File: src/nvsc_consts.vh
// constants for the host-side controller of the nonvolatile static memory
// assumes a 40 MHz sys_clk; included by nvsc_host.v, nvsc_strobe.v and the memory model
// How it works
// - host keeps address stable through the write
// - host keeps output-drive high during writes
// - six reads ending 70F start store
// - six reads ending 70E start recall
// - sequence steps are select-controlled reads
// - write strobe high for all six steps
// - host never holds a write at power-up recall end
`ifndef NVSC_CONSTS_VH
`define NVSC_CONSTS_VH
`define NVSC_AW 11
`define NVSC_DW 8
`define NVSC_SEQ0 11'h000
`define NVSC_SEQ1 11'h555
`define NVSC_SEQ2 11'h2AA
`define NVSC_SEQ3 11'h7FF
`define NVSC_SEQ4 11'h0F0
`define NVSC_STORE_ADDR 11'h70F
`define NVSC_RECALL_ADDR 11'h70E
`define NVSC_CLK_MHZ 40
// times in their own units
`define NVSC_STORE_MS 10
`define NVSC_RECALL_US 20
`define NVSC_RESTORE_US 550
// access phase lengths in cycles (25 ns each)
`define NVSC_SETUP_CYC 4'h1
`define NVSC_STROBE_CYC 4'h2
`define NVSC_HOLD_CYC 4'h1
// command codes
`define NVSC_CMD_READ 2'h0
`define NVSC_CMD_WRITE 2'h1
`define NVSC_CMD_STORE 2'h2
`define NVSC_CMD_RECALL 2'h3
`endif

File: src/nvsc_host.v
// host controller driving the nonvolatile static memory pins
// assumes the memory is synchronous enough to sample within the timed phases
`timescale 1ns/1ps
`include "nvsc_consts.vh"
module nvsc_host #(
    parameter STORE_CYC = `NVSC_STORE_MS * 1000 * `NVSC_CLK_MHZ,
    parameter RESTORE_CYC = `NVSC_RESTORE_US * `NVSC_CLK_MHZ,
    parameter RECALL_CYC = `NVSC_RECALL_US * `NVSC_CLK_MHZ
) (
    // clock and reset
    input wire sys_clk,
    input wire sys_rst,
    // user command
    input wire cmd_valid,
    input wire [1:0] cmd_op,
    input wire [10:0] cmd_addr,
    input wire [7:0] cmd_wdata,
    output reg cmd_ready,
    output reg rsp_valid,
    output reg [7:0] rsp_rdata,
    output reg busy,
    // memory pins
    output reg chip_select_n,
    output reg write_strobe_n,
    output reg output_drive_n,
    output reg [10:0] address_lines,
    input wire [7:0] data_lines_in,
    output reg [7:0] data_lines_out,
    output reg data_lines_oe
);
    localparam H_BOOT = 3'h0;
    localparam H_IDLE = 3'h1;
    localparam H_ACC = 3'h2;
    localparam H_WAIT = 3'h3;
    localparam H_DONE = 3'h4;
    localparam CW = 32;

    function [10:0] seq_addr;
        input [2:0] idx;
        input rec;
        begin
            case (idx)
                3'h0: seq_addr = `NVSC_SEQ0;
                3'h1: seq_addr = `NVSC_SEQ1;
                3'h2: seq_addr = `NVSC_SEQ2;
                3'h3: seq_addr = `NVSC_SEQ3;
                3'h4: seq_addr = `NVSC_SEQ4;
                default: seq_addr = rec ? `NVSC_RECALL_ADDR : `NVSC_STORE_ADDR;
            endcase
        end
    endfunction

    reg [2:0] state;
    reg [1:0] op;
    reg [2:0] step;
    reg [CW-1:0] wait_cnt;
    reg acc_go;
    wire sel_active;
    wire strobe_phase;
    wire acc_last;
    wire is_wr = (op == `NVSC_CMD_WRITE);
    wire is_seq = (op == `NVSC_CMD_STORE) || (op == `NVSC_CMD_RECALL);

    nvsc_strobe u_strobe (
        .sys_clk(sys_clk),
        .sys_rst(sys_rst),
        .go(acc_go),
        .is_write(is_wr),
        .sel_active(sel_active),
        .strobe_phase(strobe_phase),
        .last(acc_last)
    );

    always @(posedge sys_clk) begin
        if (sys_rst) begin
            // pins idle high so no write is pending when power-up recall ends
            state <= H_BOOT;
            wait_cnt <= RESTORE_CYC[CW-1:0];
            op <= `NVSC_CMD_READ;
            step <= 3'h0;
            acc_go <= 1'b0;
            cmd_ready <= 1'b0;
            rsp_valid <= 1'b0;
            rsp_rdata <= 8'h00;
            busy <= 1'b1;
            chip_select_n <= 1'b1;
            write_strobe_n <= 1'b1;
            output_drive_n <= 1'b1;
            address_lines <= 11'h000;
            data_lines_out <= 8'h00;
            data_lines_oe <= 1'b0;
        end else begin
            acc_go <= 1'b0;
            rsp_valid <= 1'b0;
            // select is the controlling strobe; write strobe never falls in sequences
            chip_select_n <= ~sel_active;
            write_strobe_n <= ~(sel_active & is_wr);
            // output drive stays high for writes and sequence steps
            output_drive_n <= ~(strobe_phase & ~is_wr & ~is_seq);
            case (state)
                H_BOOT: begin
                    if (wait_cnt == {CW{1'b0}}) begin
                        state <= H_IDLE;
                        busy <= 1'b0;
                        cmd_ready <= 1'b1;
                    end else begin
                        wait_cnt <= wait_cnt - 1'b1;
                    end
                end
                H_IDLE: begin
                    if (cmd_valid) begin
                        cmd_ready <= 1'b0;
                        busy <= 1'b1;
                        op <= cmd_op;
                        step <= 3'h0;
                        // sequences begin at the first fixed address
                        if (cmd_op == `NVSC_CMD_STORE || cmd_op == `NVSC_CMD_RECALL)
                            address_lines <= seq_addr(3'h0, cmd_op == `NVSC_CMD_RECALL);
                        else
                            address_lines <= cmd_addr;
                        data_lines_out <= cmd_wdata;
                        data_lines_oe <= (cmd_op == `NVSC_CMD_WRITE);
                        acc_go <= 1'b1;
                        state <= H_ACC;
                    end
                end
                H_ACC: begin
                    // address and data frozen for the whole access
                    if (strobe_phase && !is_wr && !is_seq)
                        rsp_rdata <= data_lines_in;
                    if (acc_last) begin
                        data_lines_oe <= 1'b0;
                        if (is_seq && step != 3'h5) begin
                            // next step immediately, nothing intervenes
                            step <= step + 3'h1;
                            address_lines <= seq_addr(step + 3'h1, op == `NVSC_CMD_RECALL);
                            acc_go <= 1'b1;
                        end else if (is_seq) begin
                            // device busy: store erases/programs, recall clears/copies
                            wait_cnt <= (op == `NVSC_CMD_STORE) ?
                                STORE_CYC[CW-1:0] : RECALL_CYC[CW-1:0];
                            state <= H_WAIT;
                        end else begin
                            state <= H_DONE;
                        end
                    end
                end
                H_WAIT: begin
                    if (wait_cnt == {CW{1'b0}})
                        state <= H_DONE;
                    else
                        wait_cnt <= wait_cnt - 1'b1;
                end
                H_DONE: begin
                    rsp_valid <= 1'b1;
                    busy <= 1'b0;
                    cmd_ready <= 1'b1;
                    state <= H_IDLE;
                end
                default: state <= H_IDLE;
            endcase
        end
    end
endmodule

File: src/nvsc_strobe.v
// one timed access on the memory pins: setup, strobe, hold
// assumes pins are registered by the caller's clock domain
`timescale 1ns/1ps
`include "nvsc_consts.vh"
module nvsc_strobe (
    // clock and reset
    input wire sys_clk,
    input wire sys_rst,
    // request
    input wire go,
    input wire is_write,
    // phase outputs
    output reg sel_active,
    output reg strobe_phase,
    output reg last
);
    localparam S_IDLE = 2'h0;
    localparam S_SETUP = 2'h1;
    localparam S_STROBE = 2'h2;
    localparam S_HOLD = 2'h3;
    reg [1:0] state;
    reg [3:0] cnt;
    reg wr;
    always @(posedge sys_clk) begin
        if (sys_rst) begin
            state <= S_IDLE;
            cnt <= 4'h0;
            wr <= 1'b0;
            sel_active <= 1'b0;
            strobe_phase <= 1'b0;
            last <= 1'b0;
        end else begin
            last <= 1'b0;
            case (state)
                S_IDLE: begin
                    if (go) begin
                        wr <= is_write;
                        state <= S_SETUP;
                        cnt <= `NVSC_SETUP_CYC;
                    end
                end
                S_SETUP: begin
                    // address settles before any strobe falls
                    if (cnt == 4'h1) begin
                        state <= S_STROBE;
                        cnt <= `NVSC_STROBE_CYC;
                        sel_active <= 1'b1;
                        strobe_phase <= 1'b1;
                    end else begin
                        cnt <= cnt - 4'h1;
                    end
                end
                S_STROBE: begin
                    if (cnt == 4'h1) begin
                        // select and the other strobes rise on the same edge, which ends the access
                        state <= S_HOLD;
                        cnt <= `NVSC_HOLD_CYC;
                        sel_active <= 1'b0;
                        strobe_phase <= 1'b0;
                    end else begin
                        cnt <= cnt - 4'h1;
                    end
                end
                S_HOLD: begin
                    // address and data held past the end of the access
                    if (cnt == 4'h1) begin
                        state <= S_IDLE;
                        last <= 1'b1;
                    end else begin
                        cnt <= cnt - 4'h1;
                    end
                end
                default: state <= S_IDLE;
            endcase
        end
    end
endmodule

File: config.mk
export PLATFORM = sky130hd
export DESIGN_NAME = nvsc_host
export DESIGN_NICKNAME = d
export VERILOG_FILES = /design/src/nvsc_host.v /design/src/nvsc_strobe.v
export VERILOG_INCLUDE_DIRS = /design/src
export SDC_FILE = /design/constraint.sdc
export NUM_CORES = 1
export LEC_CHECK = 0
export BUFFER_PORTS_ARGS = -buffer_cell sky130_fd_sc_hd__clkbuf_2
export CAP_MARGIN = 40
export CORE_ASPECT_RATIO = 0.8
export CORE_UTILIZATION = 61
export CTS_BUF_LIST = sky130_fd_sc_hd__clkbuf_8 sky130_fd_sc_hd__clkbuf_16
export CTS_CLUSTER_SIZE = 10
export DETAILED_ROUTE_END_ITERATION = 16
export GPL_TIMING_DRIVEN = 0
export PLACE_DENSITY = 0.85
export SYNTH_ARGS = -nofsm -noshare
export SYNTH_HDL_FRONTEND = slang
export SYNTH_HIERARCHICAL = 1
export SYNTH_SLANG_ARGS = --single-unit
File: constraint.sdc
create_clock -name sys_clk -period 5 [get_ports sys_clk]
set_clock_uncertainty 0.05 [all_clocks]
set_input_delay 0.25 -clock sys_clk [delete_from_list [all_inputs] [get_ports sys_clk]]
set_output_delay 0.25 -clock sys_clk [all_outputs]
set_load 0.1 [all_outputs]
==> results of run 1 <==
-- metal layers --
| layer | part of all wire [%] | vias up |
|---|---|---|
| li1 | - | 2047 |
| met1 | 42 | 2038 |
| met3 | 11 | 34 |
| met2 | 45 | 239 |
| met5 | 0 | - |
| met4 | 2.1 | 0 |
-- tightest hold or removal path: cells and delay by family --
| kind | cells | cell delay (ns) |
|---|---|---|
| compound gates | 1 | 0.05 |
| buf+inv | 1 | 0.08 |
| simple gates | 1 | 0.04 |
-- final cells by class --
cell class / count / area [um2]
Fill cell: 502 / 1670
Timing Repair Buffer: 66 / 329
Clock inverter: 6 / 71.3
Buffer: 34 / 151
Sequential cell: 83 / 1660
Multi-Input combinational cell: 382 / 2380
Tap cell: 84 / 105
Inverter: 16 / 60.1
Clock buffer: 10 / 138
-- layout by cell type, fill, tap and decap left out, drive strengths merged, types with 12 or more instances in the layout --
cell type	Yosys	final
clkbuf	28	103
nor3	25	25
nor2	46	46
mux2i	17	17
dfxtp	83	83
nand2	43	43
o21ai	21	21
ha	13	13
a21oi	56	56
inv	15	17
nand3	12	12
-- cells by family after synthesis --
| kind of cell | synth area share [%] |
|---|---|
| DFF | 39.0 |
| muxes | 4.00 |
| and+or+nand+nor | 26.2 |
| xor gates and xnor gates | 0.617 |
| buffers and inverters | 4.97 |
| AOI/OAI and AO/OA | 21.4 |
| adders and majority gates | 3.82 |
-- power groups by stage --
| stage | Sequential (mW) | Clock (mW) | Combinational, mW |
|---|---|---|---|
| after floorplan | 0.704 | 0 | 0.108 |
| after global placement | 0.705 | 0 | 0.145 |
| after detailed placement | 0.706 | 0 | 0.150 |
| after CTS | 0.691 | 0.520 | 0.151 |
| after global routing | 0.694 | 0.546 | 0.172 |
| final | 0.691 | 0.516 | 0.154 |
-- through the flow --
stage	hold WS (ns)	power [mW]	util [%]
final	0.0428	1.36	74.6
after global routing	0.0441	1.41	74.6
after CTS	0.0348	1.36	74.6
after detailed placement	0.370	0.856	71.4
after global placement	0.368	0.850	71.3
after floorplan	0.269	0.812	-
-- sequential cells by signal (all words and copies together) (netlist names), 2 cells and up --
| name | flops |
|---|---|
| wait_cnt | 32 |
| rsp_rdata | 8 |
| state | 3 |
| op | 2 |
| u_strobe/state | 2 |
| u_strobe/cnt | 4 |
| data_lines_out | 8 |
| address_lines | 11 |
| step | 3 |
-- final timing paths --
check                                          start  slack (ns)                        endpoint  cells past startpoint
setup / recovery           wait_cnt[19]$_SDFFE_PP0P_        1.98       wait_cnt[19]$_SDFFE_PP0P_                      6
hold reg to reg   u_strobe/strobe_phase$_SDFFE_PP0P_        0.41        chip_select_n$_SDFF_PP1_                      1
setup reg to reg           wait_cnt[19]$_SDFFE_PP0P_        1.98       wait_cnt[19]$_SDFFE_PP0P_                      6
hold / removal                          cmd_wdata[6]        0.04  data_lines_out[6]$_SDFFE_PP0P_                      3
==> flow_summary.html, run 1 <==
<table>
<tr><th>Metric</th><th>Value</th></tr>
<tr><th colspan="2">Route</th></tr>
<tr><td>Detail-routed net length per standard cell</td><td>roughly 17 um</td></tr>
<tr><td>Via total after detailed routing</td><td>4358</td></tr>
<tr><td>Starting DRT DRC Count</td><td>between 400 and 500</td></tr>
<tr><td>Post-route antenna net violation count</td><td>0</td></tr>
<tr><td>Router iterations before antenna repair</td><td>5</td></tr>
<tr><td>Average vias per placed instance</td><td>between 6 and 7</td></tr>
<tr><td>Post-detailed-route DRC marker count</td><td>0</td></tr>
<tr><td>Detailed-route wire length</td><td>between 10 and 15 mm</td></tr>
<tr><th colspan="2">Pwr</th></tr>
<tr><td>Peak supply drop</td><td>0.220 mV</td></tr>
<tr><td>LEAKAGE</td><td>slightly below 2 nW</td></tr>
<tr><td>Portion of total power attributed to combinational logic</td><td>approximately 11%</td></tr>
<tr><td>Clock Power Share</td><td>between 30% and 40%</td></tr>
<tr><td>Switching Fraction</td><td>between 20% and 30%</td></tr>
<tr><td>Sequential cell fraction of total power</td><td>roughly 50%</td></tr>
<tr><td>Switch Pwr</td><td>0.375 mW</td></tr>
<tr><td>Power density relative to cell area</td><td>278 nW/um2</td></tr>
<tr><td>Cell-internal power</td><td>around 1 mW</td></tr>
<tr><th colspan="2">Setup path</th></tr>
<tr><td>Cell type of the slowest stage on the worst timing path</td><td>sky130_fd_sc_hd__nor4_1</td></tr>
<tr><td>CP required</td><td>5.25 ns</td></tr>
<tr><td>Crit Path Class</td><td>register to register</td></tr>
<tr><td>Worst stage delay on the critical path</td><td>between 0.7 and 0.8 ns</td></tr>
<tr><td>Largest fanout of any net on the critical path</td><td>9</td></tr>
<tr><td>Critical path buffer and inverter count</td><td>1</td></tr>
<tr><td>CP Launch Type</td><td>register</td></tr>
<tr><td>Worst-path cell chain</td><td>or4_1 -&gt; buf_2 -&gt; nor4_1 -&gt; a31oi_1 -&gt; o211ai_1 -&gt; mux2i_1</td></tr>
<tr><td>Data arrival at the endpoint of the critical path</td><td>about 3.3 ns</td></tr>
<tr><td>Top Family by Delay on Critical Path</td><td>simple AND/OR/NAND/NOR gates</td></tr>
<tr><td>Setup crit end kind</td><td>register</td></tr>
<tr><th colspan="2">CTS</th></tr>
<tr><td>Cell at the root of the clock tree</td><td>sky130_fd_sc_hd__clkbuf_8</td></tr>
<tr><td>Cells resized by post-CTS repair</td><td>0</td></tr>
<tr><td>Clock latency of the later-clocked register in the worst-skew pair</td><td>between 0.3 and 0.4 ns</td></tr>
<tr><td>Number of post-CTS setup repair buffers</td><td>0</td></tr>
<tr><td>Maximum level of the CTS H-tree</td><td>3</td></tr>
<tr><td>Post-CTS Hold Buffers</td><td>0</td></tr>
<tr><td>Clock tree from TritonCTS</td><td>done</td></tr>
<tr><td>Number of clock sinks</td><td>83</td></tr>
<tr><td>Number of buffers created by CTS</td><td>9</td></tr>
<tr><td>Clock transition at the register clock pins on the worst setup and hold paths after CTS</td><td>0.09 ns</td></tr>
<tr><td>Clk buf depth</td><td>2</td></tr>
<tr><th colspan="2">Logic synthesis</th></tr>
<tr><td>Library cell with the highest instance count after synthesis</td><td>sky130_fd_sc_hd__dfxtp_1</td></tr>
<tr><td>Area fraction of the dominant cell type after synthesis</td><td>between 30% and 40%</td></tr>
<tr><td>Mean post-synth cell area</td><td>around 8.3 um2</td></tr>
<tr><td>Gate count of the mapped netlist</td><td>roughly 500</td></tr>
<tr><td>Part of the Yosys area used for sequential elements</td><td>between 30% and 40%</td></tr>
<tr><td>Synth cell count leaders</td><td>sky130_fd_sc_hd__dfxtp_1, sky130_fd_sc_hd__a21oi_1, sky130_fd_sc_hd__nor2_1</td></tr>
<tr><td>Yosys warnings</td><td>6</td></tr>
<tr><td>Dominant cell type by area after synthesis</td><td>sky130_fd_sc_hd__dfxtp_1</td></tr>
<tr><td>Net count of the mapped netlist</td><td>560</td></tr>
<tr><td>Share of synthesized registers carrying an async set or reset</td><td>0%</td></tr>
<tr><td>Total of flip-flops plus latches after synthesis</td><td>83</td></tr>
<tr><td>Most used DFF post-synth</td><td>sky130_fd_sc_hd__dfxtp_1</td></tr>
<tr><td>Cell Area, Synth</td><td>4260 um2</td></tr>
<tr><td>Dominant cells by area after synthesis</td><td>sky130_fd_sc_hd__dfxtp_1, sky130_fd_sc_hd__a21oi_1, sky130_fd_sc_hd__nor2_1, sky130_fd_sc_hd__mux2i_1, sky130_fd_sc_hd__ha_1</td></tr>
<tr><td>Number of enable-type register cells in the synthesized netlist</td><td>0</td></tr>
<tr><td>Distinct cells, synth</td><td>67</td></tr>
<tr><th colspan="2">Finish</th></tr>
<tr><td>Area Overhead vs Synth</td><td>15.1%</td></tr>
<tr><td>Post-route standard cell area excluding fillers</td><td>4900 um2</td></tr>
<tr><td>Antenna cells</td><td>0</td></tr>
<tr><td>Share of post-route cells with drive strength above 1</td><td>a little under a fifth</td></tr>
<tr><td>Non-filler instance count after layout</td><td>slightly below 700</td></tr>
<tr><td>Final #Nets</td><td>roughly 640</td></tr>
<tr><th colspan="2">Global routing</th></tr>
<tr><td>Maximum number of pins on one net before global-route repair</td><td>16</td></tr>
<tr><td>Overflow left after global routing</td><td>0</td></tr>
<tr><td>Via count of the first global-routing pass</td><td>around 4000</td></tr>
<tr><td>Most heavily used metal layer in global routing</td><td>met2</td></tr>
<tr><td>GR Util All Layers</td><td>roughly 34%</td></tr>
<tr><td>M1 GR Usage</td><td>~44%</td></tr>
<tr><td>Initial antenna violation count</td><td>0</td></tr>
<tr><td>Wire length of the first global-routing pass</td><td>slightly below 20 mm</td></tr>
<tr><td>M3 GR Usage</td><td>between 10 and 15%</td></tr>
<tr><td>Met2 usage in global routing</td><td>50.9%</td></tr>
<tr><th colspan="2">Timing</th></tr>
<tr><td>PnR worst setup slack</td><td>1.98 ns</td></tr>
<tr><td>TNS Setup</td><td>0 ns</td></tr>
<tr><td>Final period demand of the worst path</td><td>just over 3 ns</td></tr>
<tr><td>Fmax achieved</td><td>between 300 and 400 MHz</td></tr>
<tr><td>Hold violation count in the final report</td><td>0</td></tr>
<tr><td>Worst-case headroom to the max-slew limit</td><td>roughly two fifths</td></tr>
<tr><td>Max-slew violation count</td><td>0</td></tr>
<tr><td>Transition time at the pin with the least slew margin</td><td>~0.87 ns</td></tr>
<tr><td>Share of the clock period used by the worst path after layout</td><td>between 60% and 70%</td></tr>
<tr><td>Setup repair after global routing missed its margin</td><td>no</td></tr>
<tr><td>Finish-stage setup viols</td><td>0</td></tr>
<tr><th colspan="2">Place</th></tr>
<tr><td>Number of port buffers</td><td>65</td></tr>
<tr><td>Weighted congestion reported at the end of routability-driven placement</td><td>around 0.88</td></tr>
<tr><td>Count of placed standard cells including taps</td><td>between 600 and 700</td></tr>
<tr><td>Pre-CTS setup slack</td><td>about 2.1 ns</td></tr>
<tr><td>Final HPWL DP</td><td>around 8 mm</td></tr>
<tr><td>Area after detailed placement</td><td>about 4700 um2</td></tr>
<tr><th colspan="2">Hold path</th></tr>
<tr><td>Hold crit path type</td><td>primary input to register</td></tr>
<tr><th colspan="2">Floorplanning</th></tr>
<tr><td>Die Footprint</td><td>approximately 7300 um2</td></tr>
<tr><td>Top Ports</td><td>between 60 and 70</td></tr>
<tr><td>Die H</td><td>about 77 um</td></tr>
<tr><td>Starting density of the core</td><td>around 65%</td></tr>
<tr><td>Horizontal die dimension</td><td>about 95 um</td></tr>
<tr><td>Placeable Area</td><td>approximately 6600 um2</td></tr>
<tr><td>Number of placement rows</td><td>26</td></tr>
<tr><th colspan="2">Run</th></tr>
<tr><td>Maxcap violations</td><td>0</td></tr>
<tr><th colspan="2">Status</th></tr>
<tr><td>Outcome</td><td>completed</td></tr>
</table>
Note: power is estimated with default switching activity, not from simulation.
==> run 2: changes to the inputs <==
CORE_UTILIZATION = 51   (was 61)
PLACE_DENSITY = 0.76   (was 0.85)
clock period = 2.7 ns   (was 5 ns; I/O delays follow)
==> run 2 against run 1 <==
  * Die area rose by 19%
  * Register-to-register slack got worse by 1.9 ns
  * Via count rose by 3.2%
  * Combinational power rose by 110%
  * Worst setup slack got worse by 1.9 ns
  * Sequential cell count did not move
  * Final cell count rose by 7.6%
  * Cell area rose by 8.0%
  * Global-route usage fell by 4.8 points
  * Critical path type unchanged
==> flow_summary.html, run 2 (same netlist as run 1, synthesis figures left out) <==
<table>
<tr><th>Metric</th><th>Value</th></tr>
<tr><th colspan="2">Route</th></tr>
<tr><td>Post-route antenna net violation count</td><td>0</td></tr>
<tr><td>Detail-routed net length per standard cell</td><td>between 15 and 20 um</td></tr>
<tr><td>Starting DRT DRC Count</td><td>~460</td></tr>
<tr><td>Via total after detailed routing</td><td>roughly 4500</td></tr>
<tr><td>Average vias per placed instance</td><td>a little over 6</td></tr>
<tr><td>Router iterations before antenna repair</td><td>5</td></tr>
<tr><td>Detailed-route wire length</td><td>around 12 mm</td></tr>
<tr><td>Post-detailed-route DRC marker count</td><td>0</td></tr>
<tr><th colspan="2">Timing</th></tr>
<tr><td>Worst-case headroom to the max-slew limit</td><td>between 50% and 60%</td></tr>
<tr><td>PnR worst setup slack</td><td>between 0.03 and 0.04 ns</td></tr>
<tr><td>Finish-stage setup viols</td><td>0</td></tr>
<tr><td>Fmax achieved</td><td>between 300 and 400 MHz</td></tr>
<tr><td>TNS Setup</td><td>0 ns</td></tr>
<tr><td>Hold violation count in the final report</td><td>0</td></tr>
<tr><td>Max-slew violation count</td><td>0</td></tr>
<tr><td>Final period demand of the worst path</td><td>2.66 ns</td></tr>
<tr><td>Share of the clock period used by the worst path after layout</td><td>just under 100%</td></tr>
<tr><td>Setup repair after global routing missed its margin</td><td>no</td></tr>
<tr><td>Hold Slack</td><td>about 0.0069 ns</td></tr>
<tr><td>Transition time at the pin with the least slew margin</td><td>0.624 ns</td></tr>
<tr><th colspan="2">Finish</th></tr>
<tr><td>Layout Utilization</td><td>66.0%</td></tr>
<tr><td>Share of post-route cells with drive strength above 1</td><td>between 20% and 30%</td></tr>
<tr><td>Area Overhead vs Synth</td><td>24.4%</td></tr>
<tr><td>Antenna cells</td><td>0</td></tr>
<tr><td>Non-filler instance count after layout</td><td>approximately 730</td></tr>
<tr><td>Number of flip-flops under the largest register name</td><td>32</td></tr>
<tr><td>Final #Nets</td><td>665</td></tr>
<tr><td>Most common cell after layout, fill and taps aside</td><td>sky130_fd_sc_hd__dfxtp_1</td></tr>
<tr><td>Post-route standard cell area excluding fillers</td><td>approximately 5300 um2</td></tr>
<tr><td>Largest register by flop count</td><td>wait_cnt</td></tr>
<tr><td>Top Registers</td><td>wait_cnt: 32 flops, address_lines: 11 flops</td></tr>
<tr><td>Leading cell types in the layout, fill and taps excluded</td><td>sky130_fd_sc_hd__dfxtp_1, sky130_fd_sc_hd__clkbuf_2, sky130_fd_sc_hd__a21oi_1, sky130_fd_sc_hd__nor2_1, sky130_fd_sc_hd__nand2_1</td></tr>
<tr><th colspan="2">Global routing</th></tr>
<tr><td>Initial antenna violation count</td><td>0</td></tr>
<tr><td>Most heavily used metal layer in global routing</td><td>met2</td></tr>
<tr><td>Met2 usage in global routing</td><td>a little under half</td></tr>
<tr><td>Overflow left after global routing</td><td>0</td></tr>
<tr><td>Via count of the first global-routing pass</td><td>4217</td></tr>
<tr><td>Wire length of the first global-routing pass</td><td>around 20 mm</td></tr>
<tr><td>GR Util All Layers</td><td>between 20 and 30%</td></tr>
<tr><td>Maximum number of pins on one net before global-route repair</td><td>15</td></tr>
<tr><td>M3 GR Usage</td><td>approximately 5%</td></tr>
<tr><td>M1 GR Usage</td><td>38.9%</td></tr>
<tr><th colspan="2">CTS</th></tr>
<tr><td>Clock transition at the register clock pins on the worst setup and hold paths after CTS</td><td>~0.08 ns</td></tr>
<tr><td>Clock latency of the later-clocked register in the worst-skew pair</td><td>roughly 0.36 ns</td></tr>
<tr><td>Clock tree from TritonCTS</td><td>done</td></tr>
<tr><td>Clk buf depth</td><td>2</td></tr>
<tr><td>Number of clock sinks</td><td>between 80 and 90</td></tr>
<tr><td>Number of buffers created by CTS</td><td>9</td></tr>
<tr><td>Maximum level of the CTS H-tree</td><td>3</td></tr>
<tr><td>Cell at the root of the clock tree</td><td>sky130_fd_sc_hd__clkbuf_8</td></tr>
<tr><th colspan="2">Pwr</th></tr>
<tr><td>Switch Pwr</td><td>slightly below 0.7 mW</td></tr>
<tr><td>Sequential cell fraction of total power</td><td>49.4%</td></tr>
<tr><td>Clock Power Share</td><td>38.3%</td></tr>
<tr><td>Peak supply drop</td><td>between 0.2 and 0.3 mV</td></tr>
<tr><td>Cell-internal power</td><td>roughly 1.9 mW</td></tr>
<tr><td>Switching Fraction</td><td>roughly a quarter</td></tr>
<tr><td>Design Power</td><td>roughly 2.6 mW</td></tr>
<tr><td>Portion of total power attributed to combinational logic</td><td>between 10 and 15%</td></tr>
<tr><td>LEAKAGE</td><td>between 2 and 2.5 nW</td></tr>
<tr><td>Power density relative to cell area</td><td>approximately 500 nW/um2</td></tr>
<tr><th colspan="2">Place</th></tr>
<tr><td>Number of port buffers</td><td>65</td></tr>
<tr><td>Weighted congestion reported at the end of routability-driven placement</td><td>around 0.9</td></tr>
<tr><td>Pre-CTS setup slack</td><td>-0.129 ns</td></tr>
<tr><td>Area after detailed placement</td><td>around 4700 um2</td></tr>
<tr><td>Count of placed standard cells including taps</td><td>around 700</td></tr>
<tr><td>Final HPWL DP</td><td>just over 8 mm</td></tr>
<tr><th colspan="2">Setup path</th></tr>
<tr><td>First element of the critical path</td><td>wait_cnt[19]$_SDFFE_PP0P_</td></tr>
<tr><td>Largest fanout of any net on the critical path</td><td>9</td></tr>
<tr><td>Data arrival at the endpoint of the critical path</td><td>2.89 ns</td></tr>
<tr><td>Crit Path Class</td><td>register to register</td></tr>
<tr><td>Reg-to-reg critical path startpoint</td><td>wait_cnt[19]$_SDFFE_PP0P_</td></tr>
<tr><td>CP Launch Type</td><td>register</td></tr>
<tr><td>CP required</td><td>2.93 ns</td></tr>
<tr><td>Setup crit end kind</td><td>register</td></tr>
<tr><td>Worst Reg2Reg Path Length in Cells</td><td>9</td></tr>
<tr><th colspan="2">Floorplanning</th></tr>
<tr><td>Horizontal die dimension</td><td>104 um</td></tr>
<tr><td>Die Footprint</td><td>slightly below 9000 um2</td></tr>
<tr><td>Top Ports</td><td>66</td></tr>
<tr><td>Placeable Area</td><td>approximately 8000 um2</td></tr>
<tr><td>Starting density of the core</td><td>53.1%</td></tr>
<tr><td>Number of placement rows</td><td>29</td></tr>
<tr><td>Die H</td><td>83.7 um</td></tr>
<tr><th colspan="2">Hold path</th></tr>
<tr><td>Hold crit path type</td><td>primary input to register</td></tr>
<tr><td>Number of cells traversed by the worst hold path</td><td>2</td></tr>
<tr><td>HP Start</td><td>sys_rst</td></tr>
<tr><th colspan="2">Status</th></tr>
<tr><td>Outcome</td><td>completed</td></tr>
<tr><th colspan="2">Run</th></tr>
<tr><td>Maxcap violations</td><td>0</td></tr>
</table>
==> run 2: changes by cell type in the layout (fill, tap and decap cells not counted), moves of 2 or more <==
cell | previous run | this run
sky130_fd_sc_hd__nor3_2 | 2 | 0
sky130_fd_sc_hd__inv_6 | 2 | 0
sky130_fd_sc_hd__nor3_4 | 0 | 2
sky130_fd_sc_hd__or4_1 | 8 | 6
sky130_fd_sc_hd__buf_4 | 2 | 7
sky130_fd_sc_hd__or4_4 | 1 | 3
sky130_fd_sc_hd__dfxtp_1 | 83 | 81
sky130_fd_sc_hd__nor4_1 | 11 | 8
sky130_fd_sc_hd__nor4_2 | 0 | 2
sky130_fd_sc_hd__clkbuf_1 | 28 | 26
sky130_fd_sc_hd__dlygate4sd3_1 | 0 | 23
==> run 2: worst max-delay path: stages, from the launching register on <==
cell and delay (ns):
sky130_fd_sc_hd__dfxtp_4 0.37, sky130_fd_sc_hd__or4_4 0.53, sky130_fd_sc_hd__buf_6 0.15, sky130_fd_sc_hd__or4_4 0.51, sky130_fd_sc_hd__buf_6 0.16, sky130_fd_sc_hd__o31ai_4 0.20, sky130_fd_sc_hd__buf_4 0.17, sky130_fd_sc_hd__buf_6 0.13
sky130_fd_sc_hd__nand3_1 0.10, sky130_fd_sc_hd__a21oi_1 0.21
==> run 2: layout make-up <==
| type | instances | area (um2) |
|---|---|---|
| Buffer | 32 | 150 |
| Clock buffer | 9 | 124 |
| Clock inverter | 7 | 93.8 |
| Fill cell | 650 | 2720 |
| Inverter | 16 | 60.1 |
| Multi-Input combinational cell | 382 | 2450 |
| Sequential cell | 83 | 1670 |
| Tap cell | 108 | 135 |
| Timing Repair Buffer | 96 | 613 |
==> run 2: power groups by stage <==
stage | Clock, mW | Combinational (mW) | Sequential [mW]
final | 0.993 | 0.319 | 1.28
after global routing | 1.05 | 0.350 | 1.29
after CTS | 1.01 | 0.312 | 1.28
after detailed placement | 0 | 0.284 | 1.31
after global placement | 0 | 0.271 | 1.31
after floorplan | 0 | 0.201 | 1.30
==> run 2: worst paths after layout <==
path                                                        to  slack [ns]
worst max-delay path                  wait_cnt[1]$_SDFFE_PP0P_        0.04
worst min register to register        chip_select_n$_SDFF_PP1_        0.40
worst min-delay path            u_strobe/state[1]$_SDFFE_PP0P_       0.007
worst max register to register        wait_cnt[1]$_SDFFE_PP0P_        0.04
==> run 2: per-layer routing <==
metal / vias up / wire, um / share of wire, %
met1: 2158 / 5500 / 45
met4: 0 / 209 / 1.7
met2: 217 / 5690 / 46
li1: 2097 / - / -
met3: 24 / 919 / 7.5
met5: - / 0 / 0
==> run 2: timing repair <==
action | 4_1_cts | 5_1_grt
setup buffers | 2 | 3
pin swaps | 2 | 1
cloned | 0 | 1
setup endpoints to repair | 18 | 28
gates resized for setup | 5 | 14
hold buffers | 23 | 0
endpoints found under the hold margin | 23 | 0
